### src/cae_pkg.sv
package cae_pkg;
	// host port geometry
	localparam int        ADDR_W         = 5;
	localparam int        DATA_W         = 8;
	localparam logic [ADDR_W-1:0] OFS_MISC_EVENT = 5'h0d;
	localparam logic [ADDR_W-1:0] OFS_CS_PM      = 5'h0e;
	localparam logic [ADDR_W-1:0] OFS_MISC_PM    = 5'h0f;
	localparam logic [ADDR_W-1:0] OFS_SPARE_LOW  = 5'h10;
	localparam logic [ADDR_W-1:0] OFS_CH_PENDING = 5'h11;
	localparam logic [ADDR_W-1:0] OFS_SPARE_HIGH = 5'h12;

	// bus/misc event and monitor bit positions
	localparam int        NUM_MISC       = 4;
	localparam int        BIT_RX_PARITY  = 3;
	localparam int        BIT_SEQ_UNLOCK = 2;
	localparam int        BIT_INT_COLL   = 1;
	localparam int        BIT_EXT_COLL   = 0;

	// clock/sync monitor layout
	localparam int        BIT_CS_RSVD    = 4;
	localparam int        BIT_CS_MCK     = 3;
	localparam logic [DATA_W-1:0] CS_RSVD_MASK = 8'h10;

	// channel summary
	localparam int        NUM_CH_DEF     = 7;
	localparam int        SLOT_W_DEF     = 7;

	// master clock loss detect/clear, in processor clock cycles
	localparam int        MCK_LOSS_CYCLES = 32;

	localparam logic [DATA_W-1:0]   BYTE_ZERO = 8'h00;
	localparam logic [NUM_MISC-1:0] MISC_ZERO = 4'h0;

	typedef enum logic {
		CAE_MCK_PRESENT = 1'b0,
		CAE_MCK_LOST    = 1'b1
	} cae_mck_state_t;
endpackage

### src/cae_fault_if.sv
`timescale 1ns/100ps
interface cae_fault_if;
	logic internal_collision;
	logic master_clock_loss;

	modport det (output internal_collision, output master_clock_loss);
	modport regs (input internal_collision, input master_clock_loss);
endinterface

### src/cae_regs.sv
`timescale 1ns/100ps
// How it works
// - parity fault edge of chosen polarity sets misc event bit 3
// - sequence analyzer unlock edge of chosen polarity sets misc event bit 2
// - internal collision edge of chosen polarity sets misc event bit 1
// - external collision edge of chosen polarity sets misc event bit 0
// - an unmasked set event bit drives interrupt and/or internal alarm
// - event bits stay set until host writes zero to them
// - monitor bit sets whenever its fault is present during the second
// - monitor clears on host zero if fault gone, or on tick rise if fault gone and event cleared
// - clock/sync monitor: bits 7-5 receive, 4 reserved, 3-0 master and transmit
// - misc monitor: parity, sequence unlock, internal and external collision
// - channel summary bits 6-0 show channels 7-1 having pending events
// - channel summary bit 7 always reads zero
// - internal collision flagged when two enabled channels share a transmit slot
// - master clock loss after 32 silent processor cycles, clears after 32 present
module cae_regs
	import cae_pkg::*;
#(
	parameter int NUM_CH     = NUM_CH_DEF,
	parameter int SLOT_W     = SLOT_W_DEF,
	parameter int MCK_CYCLES = MCK_LOSS_CYCLES
) (
	input  wire logic                     sys_clk,
	input  wire logic                     rst,
	input  wire logic                     ce,
	input  wire logic [ADDR_W-1:0]        host_addr,
	input  wire logic                     host_wr,
	input  wire logic                     host_rd,
	input  wire logic [DATA_W-1:0]        host_wdata,
	output logic      [DATA_W-1:0]        host_rdata,
	input  wire logic                     edge_rise_sel,
	input  wire logic                     edge_fall_sel,
	input  wire logic                     rx_parity_fault,
	input  wire logic                     seq_analyzer_unlock,
	input  wire logic                     ext_collision_fault,
	input  wire logic [NUM_CH*SLOT_W-1:0] ch_slot,
	input  wire logic [NUM_CH-1:0]        ch_slot_en,
	input  wire logic                     master_clock_input,
	input  wire logic                     processor_clock_input,
	input  wire logic [DATA_W-1:0]        clk_sync_fault,
	input  wire logic [DATA_W-1:0]        clk_sync_event,
	input  wire logic [NUM_CH-1:0]        ch_pending,
	input  wire logic                     one_second_tick_input,
	input  wire logic [NUM_MISC-1:0]      misc_event_mask,
	input  wire logic                     irq_enable,
	input  wire logic                     alarm_enable,
	output logic                          event_irq,
	output logic                          event_alarm,
	output logic                          master_clock_loss,
	output logic                          internal_collision
);
	// the summary register has one bit per channel 7..1, so the count is fixed
	if (NUM_CH != NUM_CH_DEF) begin : g_bad_ch
		$error("cae_regs: channel summary register holds exactly seven channels");
	end
	// a zero slot width or loss count leaves the detectors nothing to do
	if (SLOT_W < 1 || MCK_CYCLES < 1) begin : g_bad_count
		$error("cae_regs: unsupported slot width or loss count");
	end

	// detector results travel as one bundle
	cae_fault_if flt ();

	// slot collision and master clock loss detectors
	cae_fault_detect #(
		.NUM_CH     (NUM_CH),
		.SLOT_W     (SLOT_W),
		.MCK_CYCLES (MCK_CYCLES)
	) u_detect (
		.sys_clk               (sys_clk),
		.rst                   (rst),
		.ce                    (ce),
		.ch_slot               (ch_slot),
		.ch_slot_en            (ch_slot_en),
		.master_clock_input    (master_clock_input),
		.processor_clock_input (processor_clock_input),
		.flt                   (flt)
	);

	// a host strobe aimed at one register offset
	function automatic logic host_hits(input logic              strobe,
	                                   input logic [ADDR_W-1:0] addr,
	                                   input logic [ADDR_W-1:0] ofs);
		return strobe && addr == ofs;
	endfunction

	// active edge of a condition as chosen by the rise and fall selects
	function automatic logic [NUM_MISC-1:0] active_edge(input logic [NUM_MISC-1:0] now,
	                                                   input logic [NUM_MISC-1:0] prev,
	                                                   input logic rise, input logic fall);
		return ({NUM_MISC{rise}} & now & ~prev) | ({NUM_MISC{fall}} & ~now & prev);
	endfunction

	// one-second monitor update; a set from a live fault beats any clear
	function automatic logic [DATA_W-1:0] pm_next(input logic [DATA_W-1:0] pm,
	                                              input logic [DATA_W-1:0] fault,
	                                              input logic [DATA_W-1:0] evt,
	                                              input logic              wr_hit,
	                                              input logic [DATA_W-1:0] wdata,
	                                              input logic              tick);
		logic [DATA_W-1:0] v;
		// both clears first, so a live fault always sets its bit again
		v = pm;
		if (wr_hit)
			v = v & wdata;
		if (tick)
			v = v & (fault | evt);
		v = v | fault;
		return v;
	endfunction

	// registered state
	logic [NUM_MISC-1:0] misc_ev_q, misc_ev_d;
	logic [NUM_MISC-1:0] misc_prev_q, misc_prev_d;
	logic [DATA_W-1:0]   misc_pm_q, misc_pm_d;
	logic [DATA_W-1:0]   cs_pm_q, cs_pm_d;
	logic                tick_prev_q, tick_prev_d;
	logic                irq_q, irq_d;
	logic                alarm_q, alarm_d;
	logic [DATA_W-1:0]   rdata_q, rdata_d;

	// live conditions in register layout
	logic [NUM_MISC-1:0] misc_fault;
	logic [DATA_W-1:0]   misc_fault_b;
	logic [DATA_W-1:0]   misc_ev_b;
	logic [DATA_W-1:0]   cs_fault;
	logic [DATA_W-1:0]   cs_evt;
	logic                tick_rise;

	// gather live conditions into register layout
	always_comb begin
		misc_fault                 = MISC_ZERO;
		misc_fault[BIT_RX_PARITY]  = rx_parity_fault;
		misc_fault[BIT_SEQ_UNLOCK] = seq_analyzer_unlock;
		misc_fault[BIT_INT_COLL]   = flt.internal_collision;
		misc_fault[BIT_EXT_COLL]   = ext_collision_fault;
		misc_fault_b               = {{(DATA_W-NUM_MISC){1'b0}}, misc_fault};
		misc_ev_b                  = {{(DATA_W-NUM_MISC){1'b0}}, misc_ev_q};
		// bit 3 comes from our own loss detector; the reserved bit never sets
		cs_fault                   = clk_sync_fault;
		cs_fault[BIT_CS_MCK]       = flt.master_clock_loss;
		cs_fault                   = cs_fault & ~CS_RSVD_MASK;
		cs_evt                     = clk_sync_event & ~CS_RSVD_MASK;
		tick_rise                  = one_second_tick_input & ~tick_prev_q;
	end

	// event latches, monitors and alarm outputs
	always_comb begin
		logic wr_ev;
		logic wr_cs;
		logic wr_mp;
		logic unmasked;
		wr_ev       = host_hits(host_wr, host_addr, OFS_MISC_EVENT);
		wr_cs       = host_hits(host_wr, host_addr, OFS_CS_PM);
		wr_mp       = host_hits(host_wr, host_addr, OFS_MISC_PM);
		unmasked    = 1'b0;
		misc_prev_d = misc_fault;
		tick_prev_d = one_second_tick_input;
		misc_ev_d   = misc_ev_q;
		// reserved high bits are simply not stored, so stray ones do no harm
		if (wr_ev)
			misc_ev_d = misc_ev_q & host_wdata[NUM_MISC-1:0];
		// set after clear so a coincident edge is kept
		misc_ev_d = misc_ev_d | active_edge(misc_fault, misc_prev_q, edge_rise_sel, edge_fall_sel);
		// a tick clears a monitor only once its event bit is gone as well
		misc_pm_d = pm_next(misc_pm_q, misc_fault_b, misc_ev_b, wr_mp, host_wdata, tick_rise);
		cs_pm_d   = pm_next(cs_pm_q, cs_fault, cs_evt, wr_cs, host_wdata, tick_rise);
		// irq and alarm share one pending term, each behind its own enable
		unmasked  = |(misc_ev_d & ~misc_event_mask);
		irq_d     = irq_enable & unmasked;
		alarm_d   = alarm_enable & unmasked;
	end

	// read data; spares and unmapped offsets answer zero
	always_comb begin
		rdata_d = rdata_q;
		// rdata holds between reads, so a slow host may sample it late
		if (host_rd) begin
			unique case (host_addr)
				OFS_MISC_EVENT: rdata_d = misc_ev_b;
				OFS_CS_PM:      rdata_d = cs_pm_q;
				OFS_MISC_PM:    rdata_d = misc_pm_q;
				OFS_CH_PENDING: rdata_d = {1'b0, ch_pending};
				OFS_SPARE_LOW:  rdata_d = BYTE_ZERO;
				OFS_SPARE_HIGH: rdata_d = BYTE_ZERO;
				default:        rdata_d = BYTE_ZERO;
			endcase
		end
	end

	// ce low freezes every register, read data included
	always_ff @(posedge sys_clk or posedge rst) begin
		if (rst) begin
			misc_ev_q   <= MISC_ZERO;
			misc_prev_q <= MISC_ZERO;
			misc_pm_q   <= BYTE_ZERO;
			cs_pm_q     <= BYTE_ZERO;
			tick_prev_q <= 1'b0;
			irq_q       <= 1'b0;
			alarm_q     <= 1'b0;
			rdata_q     <= BYTE_ZERO;
		end else if (ce) begin
			misc_ev_q   <= misc_ev_d;
			misc_prev_q <= misc_prev_d;
			misc_pm_q   <= misc_pm_d;
			cs_pm_q     <= cs_pm_d;
			tick_prev_q <= tick_prev_d;
			irq_q       <= irq_d;
			alarm_q     <= alarm_d;
			rdata_q     <= rdata_d;
		end
	end

	// outputs come straight from flops; loss and collision are registered in the detector
	assign host_rdata         = rdata_q;
	assign event_irq          = irq_q;
	assign event_alarm        = alarm_q;
	assign master_clock_loss  = flt.master_clock_loss;
	assign internal_collision = flt.internal_collision;
endmodule

### src/cae_fault_detect.sv
`timescale 1ns/100ps
module cae_fault_detect
	import cae_pkg::*;
#(
	parameter int NUM_CH     = NUM_CH_DEF,
	parameter int SLOT_W     = SLOT_W_DEF,
	parameter int MCK_CYCLES = MCK_LOSS_CYCLES
) (
	input  wire logic                     sys_clk,
	input  wire logic                     rst,
	input  wire logic                     ce,
	input  wire logic [NUM_CH*SLOT_W-1:0] ch_slot,
	input  wire logic [NUM_CH-1:0]        ch_slot_en,
	input  wire logic                     master_clock_input,
	input  wire logic                     processor_clock_input,
	cae_fault_if.det                      flt
);
	localparam int CNT_W = $clog2(MCK_CYCLES + 1);
	localparam logic [CNT_W-1:0] CNT_LIMIT = CNT_W'(MCK_CYCLES);
	localparam logic [CNT_W-1:0] CNT_ONE   = CNT_W'(1);
	localparam logic [CNT_W-1:0] CNT_ZERO  = CNT_W'(0);

	// a collision needs two channels, and the loss count must be at least one
	if (NUM_CH < 2 || SLOT_W < 1 || MCK_CYCLES < 1) begin : g_bad_params
		$error("cae_fault_detect: unsupported parameters");
	end

	// any two enabled channels on one transmit slot
	function automatic logic slots_collide(input logic [NUM_CH*SLOT_W-1:0] s, input logic [NUM_CH-1:0] en);
		logic hit;
		hit = 1'b0;
		for (int i = 0; i < NUM_CH; i++) begin
			for (int j = i + 1; j < NUM_CH; j++) begin
				if (en[i] && en[j] && s[i*SLOT_W +: SLOT_W] == s[j*SLOT_W +: SLOT_W])
					hit = 1'b1;
			end
		end
		return hit;
	endfunction

	cae_mck_state_t   state_q, state_d;
	logic [CNT_W-1:0] cnt_q, cnt_d;
	logic             mck_prev_q, mck_prev_d;
	logic             pck_prev_q, pck_prev_d;
	logic             seen_q, seen_d;
	logic             coll_q, coll_d;

	// loss detector counts processor clock edges, master clock toggles sampled on sys_clk
	always_comb begin
		logic mck_toggle;
		logic pck_rise;
		logic seen_now;
		mck_toggle = master_clock_input ^ mck_prev_q;
		pck_rise   = processor_clock_input & ~pck_prev_q;
		seen_now   = seen_q | mck_toggle;
		mck_prev_d = master_clock_input;
		pck_prev_d = processor_clock_input;
		state_d    = state_q;
		cnt_d      = cnt_q;
		seen_d     = seen_now;
		coll_d     = slots_collide(ch_slot, ch_slot_en);
		unique case (state_q)
			CAE_MCK_PRESENT: begin
				// no stale toggle may count toward the first clear interval
				seen_d = 1'b0;
				if (mck_toggle) begin
					cnt_d = CNT_ZERO;
				end else if (pck_rise) begin
					cnt_d = cnt_q + CNT_ONE;
					if (cnt_q + CNT_ONE >= CNT_LIMIT) begin
						state_d = CAE_MCK_LOST;
						cnt_d   = CNT_ZERO;
					end
				end
			end
			CAE_MCK_LOST: begin
				if (pck_rise) begin
					seen_d = 1'b0;
					// a silent interval restarts the clear count
					if (!seen_now) begin
						cnt_d = CNT_ZERO;
					end else if (cnt_q + CNT_ONE >= CNT_LIMIT) begin
						state_d = CAE_MCK_PRESENT;
						cnt_d   = CNT_ZERO;
					end else begin
						cnt_d = cnt_q + CNT_ONE;
					end
				end
			end
		endcase
	end

	always_ff @(posedge sys_clk or posedge rst) begin
		if (rst) begin
			state_q    <= CAE_MCK_PRESENT;
			cnt_q      <= CNT_ZERO;
			mck_prev_q <= 1'b0;
			pck_prev_q <= 1'b0;
			seen_q     <= 1'b0;
			coll_q     <= 1'b0;
		end else if (ce) begin
			state_q    <= state_d;
			cnt_q      <= cnt_d;
			mck_prev_q <= mck_prev_d;
			pck_prev_q <= pck_prev_d;
			seen_q     <= seen_d;
			coll_q     <= coll_d;
		end
	end

	assign flt.internal_collision = coll_q;
	assign flt.master_clock_loss  = (state_q == CAE_MCK_LOST);
endmodule

### config.mk
export PLATFORM = sky130hd
export DESIGN_NAME = cae_regs
export DESIGN_NICKNAME = d
export VERILOG_FILES = /design/src/cae_pkg.sv /design/src/cae_fault_if.sv /design/src/cae_regs.sv /design/src/cae_fault_detect.sv
export SDC_FILE = /design/constraint.sdc
export NUM_CORES = 1
export LEC_CHECK = 0
export BUFFER_PORTS_ARGS = -buffer_cell sky130_fd_sc_hd__buf_2
export CORE_MARGIN = 1.5
export CORE_UTILIZATION = 38
export DETAILED_ROUTE_END_ITERATION = 8
export PLACE_DENSITY_LB_ADDON = 0.1
export RECOVER_POWER = 25
export SETUP_SLACK_MARGIN = 0.05
export SLEW_MARGIN = 15
export SYNTH_ARGS = -nofsm -noshare
export SYNTH_HDL_FRONTEND = slang
export SYNTH_SLANG_ARGS = --single-unit
### constraint.sdc
create_clock -name sys_clk -period 2.05 [get_ports sys_clk]
set_input_delay 0.205 -clock sys_clk [delete_from_list [all_inputs] [get_ports sys_clk]]
set_output_delay 0.205 -clock sys_clk [all_outputs]
set_load 0.05 [all_outputs]
# Yosys cells after proc, flatten, opt, wreduce, memory -nomap -nowiden
# Cells that the tools add are included.
# W data, S select, Z words.
[totals] output_inout_bits=12 reg_bits=46
[op_classes] addsub=1 n_mux=42 n_reduce_logical=48 magnitude_cmp=1 bitwise_logic=28 n_eq_ne=27
[ops] cell="$eq A7 B7 Y1" count=21
[ops] cell="$logic_and A1 B1 Y1" count=45
[ops] cell="$mux W8" count=4
[ops] cell="$pmux W8 S4" count=1
[ops] cell="$mux W6" count=5
[ops] cell="$mux W1" count=28
[ops] cell="$and A4 B4 Y4" count=6
[ops] cell="$and A8 B8 Y8" count=3
[ops] cell="$or A8 B8 Y8" count=2
[ops] cell="$eq A5 B4 Y1 const B" count=3
[ops] cell="$not A4 Y4" count=3
[ops] cell="$or A4 B4 Y4" count=3
[ops] cell="$pmux W6 S2" count=1
[ops] cell="$and A8 B4 Y8" count=1
[ops] cell="$or A8 B4 Y8" count=1
[ops] cell="$add A6 B1 Y6 const B" count=1
[ops] cell="$ge A6 B6 Y1 const B" count=1
[ops] cell="$eq A5 B5 Y1 const B" count=1
[ops] cell="$and A1 B1 Y1" count=4
[ops] cell="$mux W4" count=1
[ops] cell="$pmux W1 S2" count=2
[ops] cell="$reduce_or A4 Y1" count=1
[ops] cell="$ne A3 B1 Y1 const B" count=1
[ops] cell="$not A1 Y1" count=3
[ops] cell="other kinds (5)" count=5

# Depth between registers and ports, before layout
[logic_depth] ltp_word=23 depth_mapped=7 mapped_depth_nobuf=6

# By module
# Synthesis repeated with hierarchy kept, for this count alone.
[unflattened] cells_unflattened=516 area_unflattened_um2=4618.2
[modules_own_cells] mod="cae_fault_detect" n_inst=1 cells_each=320 area_each_um2=2627.5
[modules_own_cells] mod="cae_regs" n_inst=1 cells_each=196 area_each_um2=1990.7

# Least setup slack after synthesis
# OpenSTA, ideal clock, no wires.
[synth_path] path_kind="register to register" from="reg u_detect.state_q, in the netlist u_detect.flt.master_clock_loss" to="reg u_detect.cnt_q[4]" t_required_ps=1955 slack_ps=463 t_arrival_ps=1492 setup_ps=95 synth_period_minus_slack_ps=1587 path_stages_with_launch=5 cell_sequence="dfrtp_1 mux2_2 nand3_2 or2_1 o31ai_1"
[synth_via] elab_chain_cells=3
[synth_rtl] item="start: declaration" line_no="cae_fault_detect.sv:41" rtl="cae_mck_state_t state_q, state_d;"
[synth_rtl] item="start signal: assignment" line_no="cae_fault_detect.sv:102" rtl="state_q <= state_d;"
[synth_rtl] item="$not A1 Y1" line_no="cae_fault_detect.sv:62" rtl="unique case (state_q)"
[synth_rtl] item="$ne A3 B1 Y1 (no source line)"
[synth_rtl] item="$reduce_and A3 Y1 (no source line)"
[synth_rtl] item="end signal: assignment" line_no="cae_fault_detect.sv:103" rtl="cnt_q <= cnt_d;"
[synth_rtl] item="end: declaration" line_no="cae_fault_detect.sv:42" rtl="logic [CNT_W-1:0] cnt_q, cnt_d;"
# Several ways; a longest one is shown, not always the timed one.
# A chain may end at the register's enable or synchronous reset.

==> impl_results.html <==
<table>
<tr><th>Metric</th><th>Value</th></tr>
<tr><th colspan="2">STA</th></tr>
<tr><td>Slew @ Worst Pin</td><td>between 0.9 and 1 ns</td></tr>
<tr><td>Final hold violations</td><td>0</td></tr>
<tr><td>Period Utilization, post-route</td><td>0.847</td></tr>
<tr><td>Post-Route Hold Slack</td><td>0.148 ns</td></tr>
<tr><td>Final critical path time including I/O delays and setup</td><td>about 1.7 ns</td></tr>
<tr><td>Clock skew after layout</td><td>between 0.01 and 0.015 ns</td></tr>
<tr><td>Unrepaired setup endpoints after global routing</td><td>false</td></tr>
<tr><td>Max Freq</td><td>0.576 GHz</td></tr>
<tr><td>Final setup fails</td><td>0</td></tr>
<tr><td>Number of slew-limit violations in the final report</td><td>0</td></tr>
<tr><td>Worst slew margin</td><td>0.359</td></tr>
<tr><td>Sum of negative setup slack</td><td>0 ns</td></tr>
<tr><th colspan="2">Worst setup path</th></tr>
<tr><td>Worst setup EP type</td><td>flip-flop</td></tr>
<tr><td>Reg-to-reg startpoint</td><td>u_detect.mck_prev_q</td></tr>
<tr><td>Reg2reg path depth</td><td>5</td></tr>
<tr><td>Flop-to-flop setup slack</td><td>~0.44 ns</td></tr>
<tr><td>Required time worst endpoint</td><td>around 2.2 ns</td></tr>
<tr><td>Instance count on the critical path</td><td>5</td></tr>
<tr><td>Origin of the worst setup path</td><td>ce</td></tr>
<tr><td>Sequence of cells on the critical path</td><td>clkbuf_1, clkbuf_2, nand3_1, o21ai_0, a21bo_2</td></tr>
<tr><td>Capturing point of the worst reg2reg path</td><td>u_detect.cnt_q[4]</td></tr>
<tr><td>Startpoint type of the worst setup path</td><td>primary input</td></tr>
<tr><td>Cell class contributing the biggest share of worst-path delay</td><td>buffers and inverters</td></tr>
<tr><td>Count of buffering cells on the critical path with inverters included</td><td>2</td></tr>
<tr><td>Critical Path Fanout Max</td><td>45</td></tr>
<tr><td>End point of the critical path</td><td>misc_ev_q[3]</td></tr>
<tr><td>CP max stage cell</td><td>sky130_fd_sc_hd__clkbuf_2</td></tr>
<tr><td>Endpoint arrival time on the critical path</td><td>approximately 1.9 ns</td></tr>
<tr><td>Crit Path Class</td><td>primary input to flip-flop</td></tr>
<tr><td>Slowest stage delay, CP</td><td>between 0.7 and 0.8 ns</td></tr>
<tr><th colspan="2">Synthesis</th></tr>
<tr><td>Syn Nets</td><td>between 600 and 700</td></tr>
<tr><td>Share of the synthesized netlist area taken by xor and xnor gates</td><td>0.297</td></tr>
<tr><td>Largest family of logic cells by synthesized area</td><td>XOR/XNOR gates</td></tr>
<tr><td>Avg Inst Size Synth</td><td>around 8.7 sq um</td></tr>
<tr><td>Fraction of synthesized area in multiplexers</td><td>0.0459</td></tr>
<tr><td>Top cells by count, synth</td><td>sky130_fd_sc_hd__xnor2_1 (105), sky130_fd_sc_hd__dfrtp_1 (46), sky130_fd_sc_hd__xor2_1 (42)</td></tr>
<tr><td>Distinct cell type count of the synthesized netlist</td><td>44</td></tr>
<tr><td>Most numerous cell in the Yosys netlist</td><td>sky130_fd_sc_hd__xnor2_1</td></tr>
<tr><td>Register area share after synthesis</td><td>0.262</td></tr>
<tr><td>Simple-gate share of the synthesized area</td><td>0.170</td></tr>
<tr><td>Number of warning messages in the yosys log</td><td>0</td></tr>
<tr><td>Total of flip-flops plus latches after synthesis</td><td>46</td></tr>
<tr><td>Combined area of all synthesized cells</td><td>about 0.0044 sq mm</td></tr>
<tr><td>Area contributors post-synth</td><td>sky130_fd_sc_hd__dfrtp_1 (26%), sky130_fd_sc_hd__xnor2_1 (21%), sky130_fd_sc_hd__xor2_1 (8.4%)</td></tr>
<tr><td>Arithmetic-cell share of the synthesized area counting full adders, half adders and majority gates</td><td>0.00285</td></tr>
<tr><td>Yosys top cell by area</td><td>sky130_fd_sc_hd__dfrtp_1</td></tr>
<tr><td>Cells after synthesis</td><td>around 510</td></tr>
<tr><td>Fraction of the mapped netlist area in compound gates</td><td>0.125</td></tr>
<tr><td>Ys flop type</td><td>sky130_fd_sc_hd__dfrtp_1</td></tr>
<tr><td>Count of flip-flops with a built-in enable after synthesis</td><td>0</td></tr>
<tr><td>Async SR Flop Fraction</td><td>1.00</td></tr>
<tr><td>Area share of the largest cell type after synthesis</td><td>0.262</td></tr>
<tr><th colspan="2">Floorplan</th></tr>
<tr><td>Total Die Area</td><td>roughly 0.012 sq mm</td></tr>
<tr><td>Die width</td><td>~110 um</td></tr>
<tr><td>Core area</td><td>0.0113 sq mm</td></tr>
<tr><td>Die extent in y</td><td>110 um</td></tr>
<tr><td>Initial cell density of the core</td><td>0.388</td></tr>
<tr><td>Number of rows in the core area</td><td>39</td></tr>
<tr><td>IO Count</td><td>123</td></tr>
<tr><th colspan="2">Detailed routing</th></tr>
<tr><td>Initial DRC count</td><td>280</td></tr>
<tr><td>Routed vias/inst</td><td>between 5 and 6</td></tr>
<tr><td>Via count</td><td>between 3000 and 4000</td></tr>
<tr><td>Total wirelength of the detailed-routed design</td><td>between 10000 and 15000 um</td></tr>
<tr><td>Final routed wire length divided by cell count</td><td>around 18 um</td></tr>
<tr><td>Antenna-violating nets left</td><td>0</td></tr>
<tr><td>DRC violation count after routing</td><td>0</td></tr>
<tr><td>First drt pass iteration count</td><td>5</td></tr>
<tr><th colspan="2">Cells and area</th></tr>
<tr><td>Post-Layout Cell Count</td><td>a little over 700</td></tr>
<tr><td>Summed area of non-filler cells in the final layout</td><td>between 0.004 and 0.005 sq mm</td></tr>
<tr><td>Total inserted antenna cells</td><td>0</td></tr>
<tr><td>Fill cell instance count of the final layout</td><td>between 1000 and 1500</td></tr>
<tr><td>Share of layout cells above drive strength 1</td><td>0.247</td></tr>
<tr><td>Area growth from synthesis to final layout</td><td>12.9%</td></tr>
<tr><td>Net count, final</td><td>687</td></tr>
<tr><th colspan="2">Global route</th></tr>
<tr><td>Antenna violations before repair</td><td>0</td></tr>
<tr><td>Remaining Overflow, GRT</td><td>0</td></tr>
<tr><td>Wire length of the first global-routing pass</td><td>about 21000 um</td></tr>
<tr><td>Pin count of the biggest net entering global routing</td><td>46</td></tr>
<tr><td>Global Route Usage Sum</td><td>0.219</td></tr>
<tr><td>Vias in the first global route</td><td>about 3900</td></tr>
<tr><th colspan="2">Placement</th></tr>
<tr><td>DPL Wire Length</td><td>approximately 10000 um</td></tr>
<tr><td>RePlAce Congestion</td><td>approximately 0.93</td></tr>
<tr><td>Cells after DPL</td><td>710</td></tr>
<tr><td>Standard cell area after detailed placement</td><td>0.00480 sq mm</td></tr>
<tr><td>Total of buffers placed on input and output ports</td><td>~120</td></tr>
<tr><th colspan="2">Clocking</th></tr>
<tr><td>CTS H-tree lvls</td><td>2</td></tr>
<tr><td>Num CTS Buffers</td><td>5</td></tr>
<tr><td>Number of clock sinks seen by CTS</td><td>46</td></tr>
<tr><td>Setup repair bufs after CTS</td><td>0</td></tr>
<tr><td>CTS max path bufs</td><td>2</td></tr>
<tr><td>TritonCTS clock tree</td><td>built</td></tr>
<tr><td>Clock-pin slew on the worst setup and hold paths</td><td>roughly 0.07 ns</td></tr>
<tr><td>Clock latency on the worst-skew pair</td><td>about 0.29 ns</td></tr>
<tr><td>Clock tree root driver cell</td><td>sky130_fd_sc_hd__clkbuf_16</td></tr>
<tr><th colspan="2">Power and ir drop</th></tr>
<tr><td>Power Total</td><td>around 2.8 mW</td></tr>
<tr><td>Leakage power summed over all cells</td><td>approximately 2 nW</td></tr>
<tr><td>Largest vdd supply drop</td><td>0.000398 V</td></tr>
<tr><td>Power density relative to cell area</td><td>~560 mW/mm^2</td></tr>
<tr><th colspan="2">Min path</th></tr>
<tr><td>Type of the worst min-delay path</td><td>primary input to flip-flop</td></tr>
<tr><th colspan="2">Status</th></tr>
<tr><td>Status</td><td>finished clean</td></tr>
<tr><th colspan="2">Run</th></tr>
<tr><td>Max-capacitance violation count</td><td>0</td></tr>
</table>
[metrics by stage]
step            util  setup WS (ns)
2_1_floorplan      -          0.463
3_3_place_gp   0.424          0.287
3_5_place_dp   0.424          0.269
4_1_cts        0.438          0.416
5_1_grt        0.438          0.172
6_report       0.438          0.313
[flip-flops by register name (all words and copies together) (netlist names), 4 cells and up]
register and cells:
misc_pm_q 8, host_rdata 8, misc_prev_q 4, cs_pm_q 8, u_detect.cnt_q 6, misc_ev_q 4
[per-layer routing]
| layer | vias to the layer above | routed length (um) | GRT usage | part of all wire |
|---|---|---|---|---|
| met3 | 29 | 597 | 0.0220 | 0.045 |
| met2 | 146 | 6320 | 0.361 | 0.48 |
| met5 | - | 0 | 0 | 0 |
| li1 | 1888 | - | - | - |
| met1 | 1857 | 6000 | 0.305 | 0.45 |
| met4 | 0 | 307 | 0.0590 | 0.023 |
[how the worst min path moves through the flow]
stage / start / to / cells past startpoint
6_report: clk_sync_fault[2] / cs_pm_q[2] / 2
5_1_grt: clk_sync_fault[1] / cs_pm_q[1] / 2
4_1_cts: clk_sync_fault[2] / cs_pm_q[2] / 2
3_5_place_dp: rst / misc_prev_q[2] / 2
3_3_place_gp: rst / misc_prev_q[2] / 2
2_1_floorplan: seq_analyzer_unlock / misc_pm_q[2] / 1
[area by class of cell]
class	instances	area, sq um	area share
Timing Repair Buffer	124	644	0.130
Clock buffer	5	125	0.0252
Inverter	5	18.8	0.00379
Clock inverter	3	23.8	0.00479
Tap cell	143	179	0.0361
Multi-Input combinational cell	393	2820	0.568
Sequential cell	46	1150	0.232
[timing repair]
| item | CTS | global route |
|---|---|---|
| hold buffers | 1 | 0 |
| endpoints found under the setup margin | 0 | 0 |
| gates resized for setup | 0 | 0 |
| endpoints found under the hold margin | 18 | 0 |
[cell usage in the layout (no fill, tap or decap), types with 2 or more instances in the layout]
master                       count
sky130_fd_sc_hd__buf_2         118
sky130_fd_sc_hd__buf_4           2
sky130_fd_sc_hd__nor2b_1         3
sky130_fd_sc_hd__dfrtp_1        46
sky130_fd_sc_hd__inv_1           5
sky130_fd_sc_hd__a21oi_1         9
sky130_fd_sc_hd__nand3_1        28
sky130_fd_sc_hd__xor2_1         42
sky130_fd_sc_hd__or3_1           2
sky130_fd_sc_hd__nand4_1        23
sky130_fd_sc_hd__nor4_1         24
sky130_fd_sc_hd__o31ai_1         2
sky130_fd_sc_hd__a31oi_1         4
sky130_fd_sc_hd__o22ai_1        11
sky130_fd_sc_hd__xnor2_1       105
sky130_fd_sc_hd__o21ai_0        29
sky130_fd_sc_hd__nand2b_1        3
sky130_fd_sc_hd__nand2_1        31
sky130_fd_sc_hd__mux2i_1        10
sky130_fd_sc_hd__a21boi_0        5
sky130_fd_sc_hd__clkbuf_16       5
sky130_fd_sc_hd__nand3b_1        4
sky130_fd_sc_hd__clkinvlp_4      2
sky130_fd_sc_hd__a22o_1         15
sky130_fd_sc_hd__mux2_2          9
sky130_fd_sc_hd__nor2_1         11
sky130_fd_sc_hd__a22oi_1         4
sky130_fd_sc_hd__and2_1          3
sky130_fd_sc_hd__nor3_1          2
[report_power, final]
group	switching [mW]	total (mW)	internal, mW
Sequential	0.0739	1.07	0.992
Clock	0.362	0.818	0.456
Combinational	0.502	0.883	0.381
Total	0.938	2.77	1.83
[logic make-up after synthesis]
family,Yosys count
compound gates,85
xor+xnor,148
fa+ha+maj,1
buf+inv,66
flops,46
mux,19
simple gates,140
No activity file was read; power rests on OpenSTA's default activity.
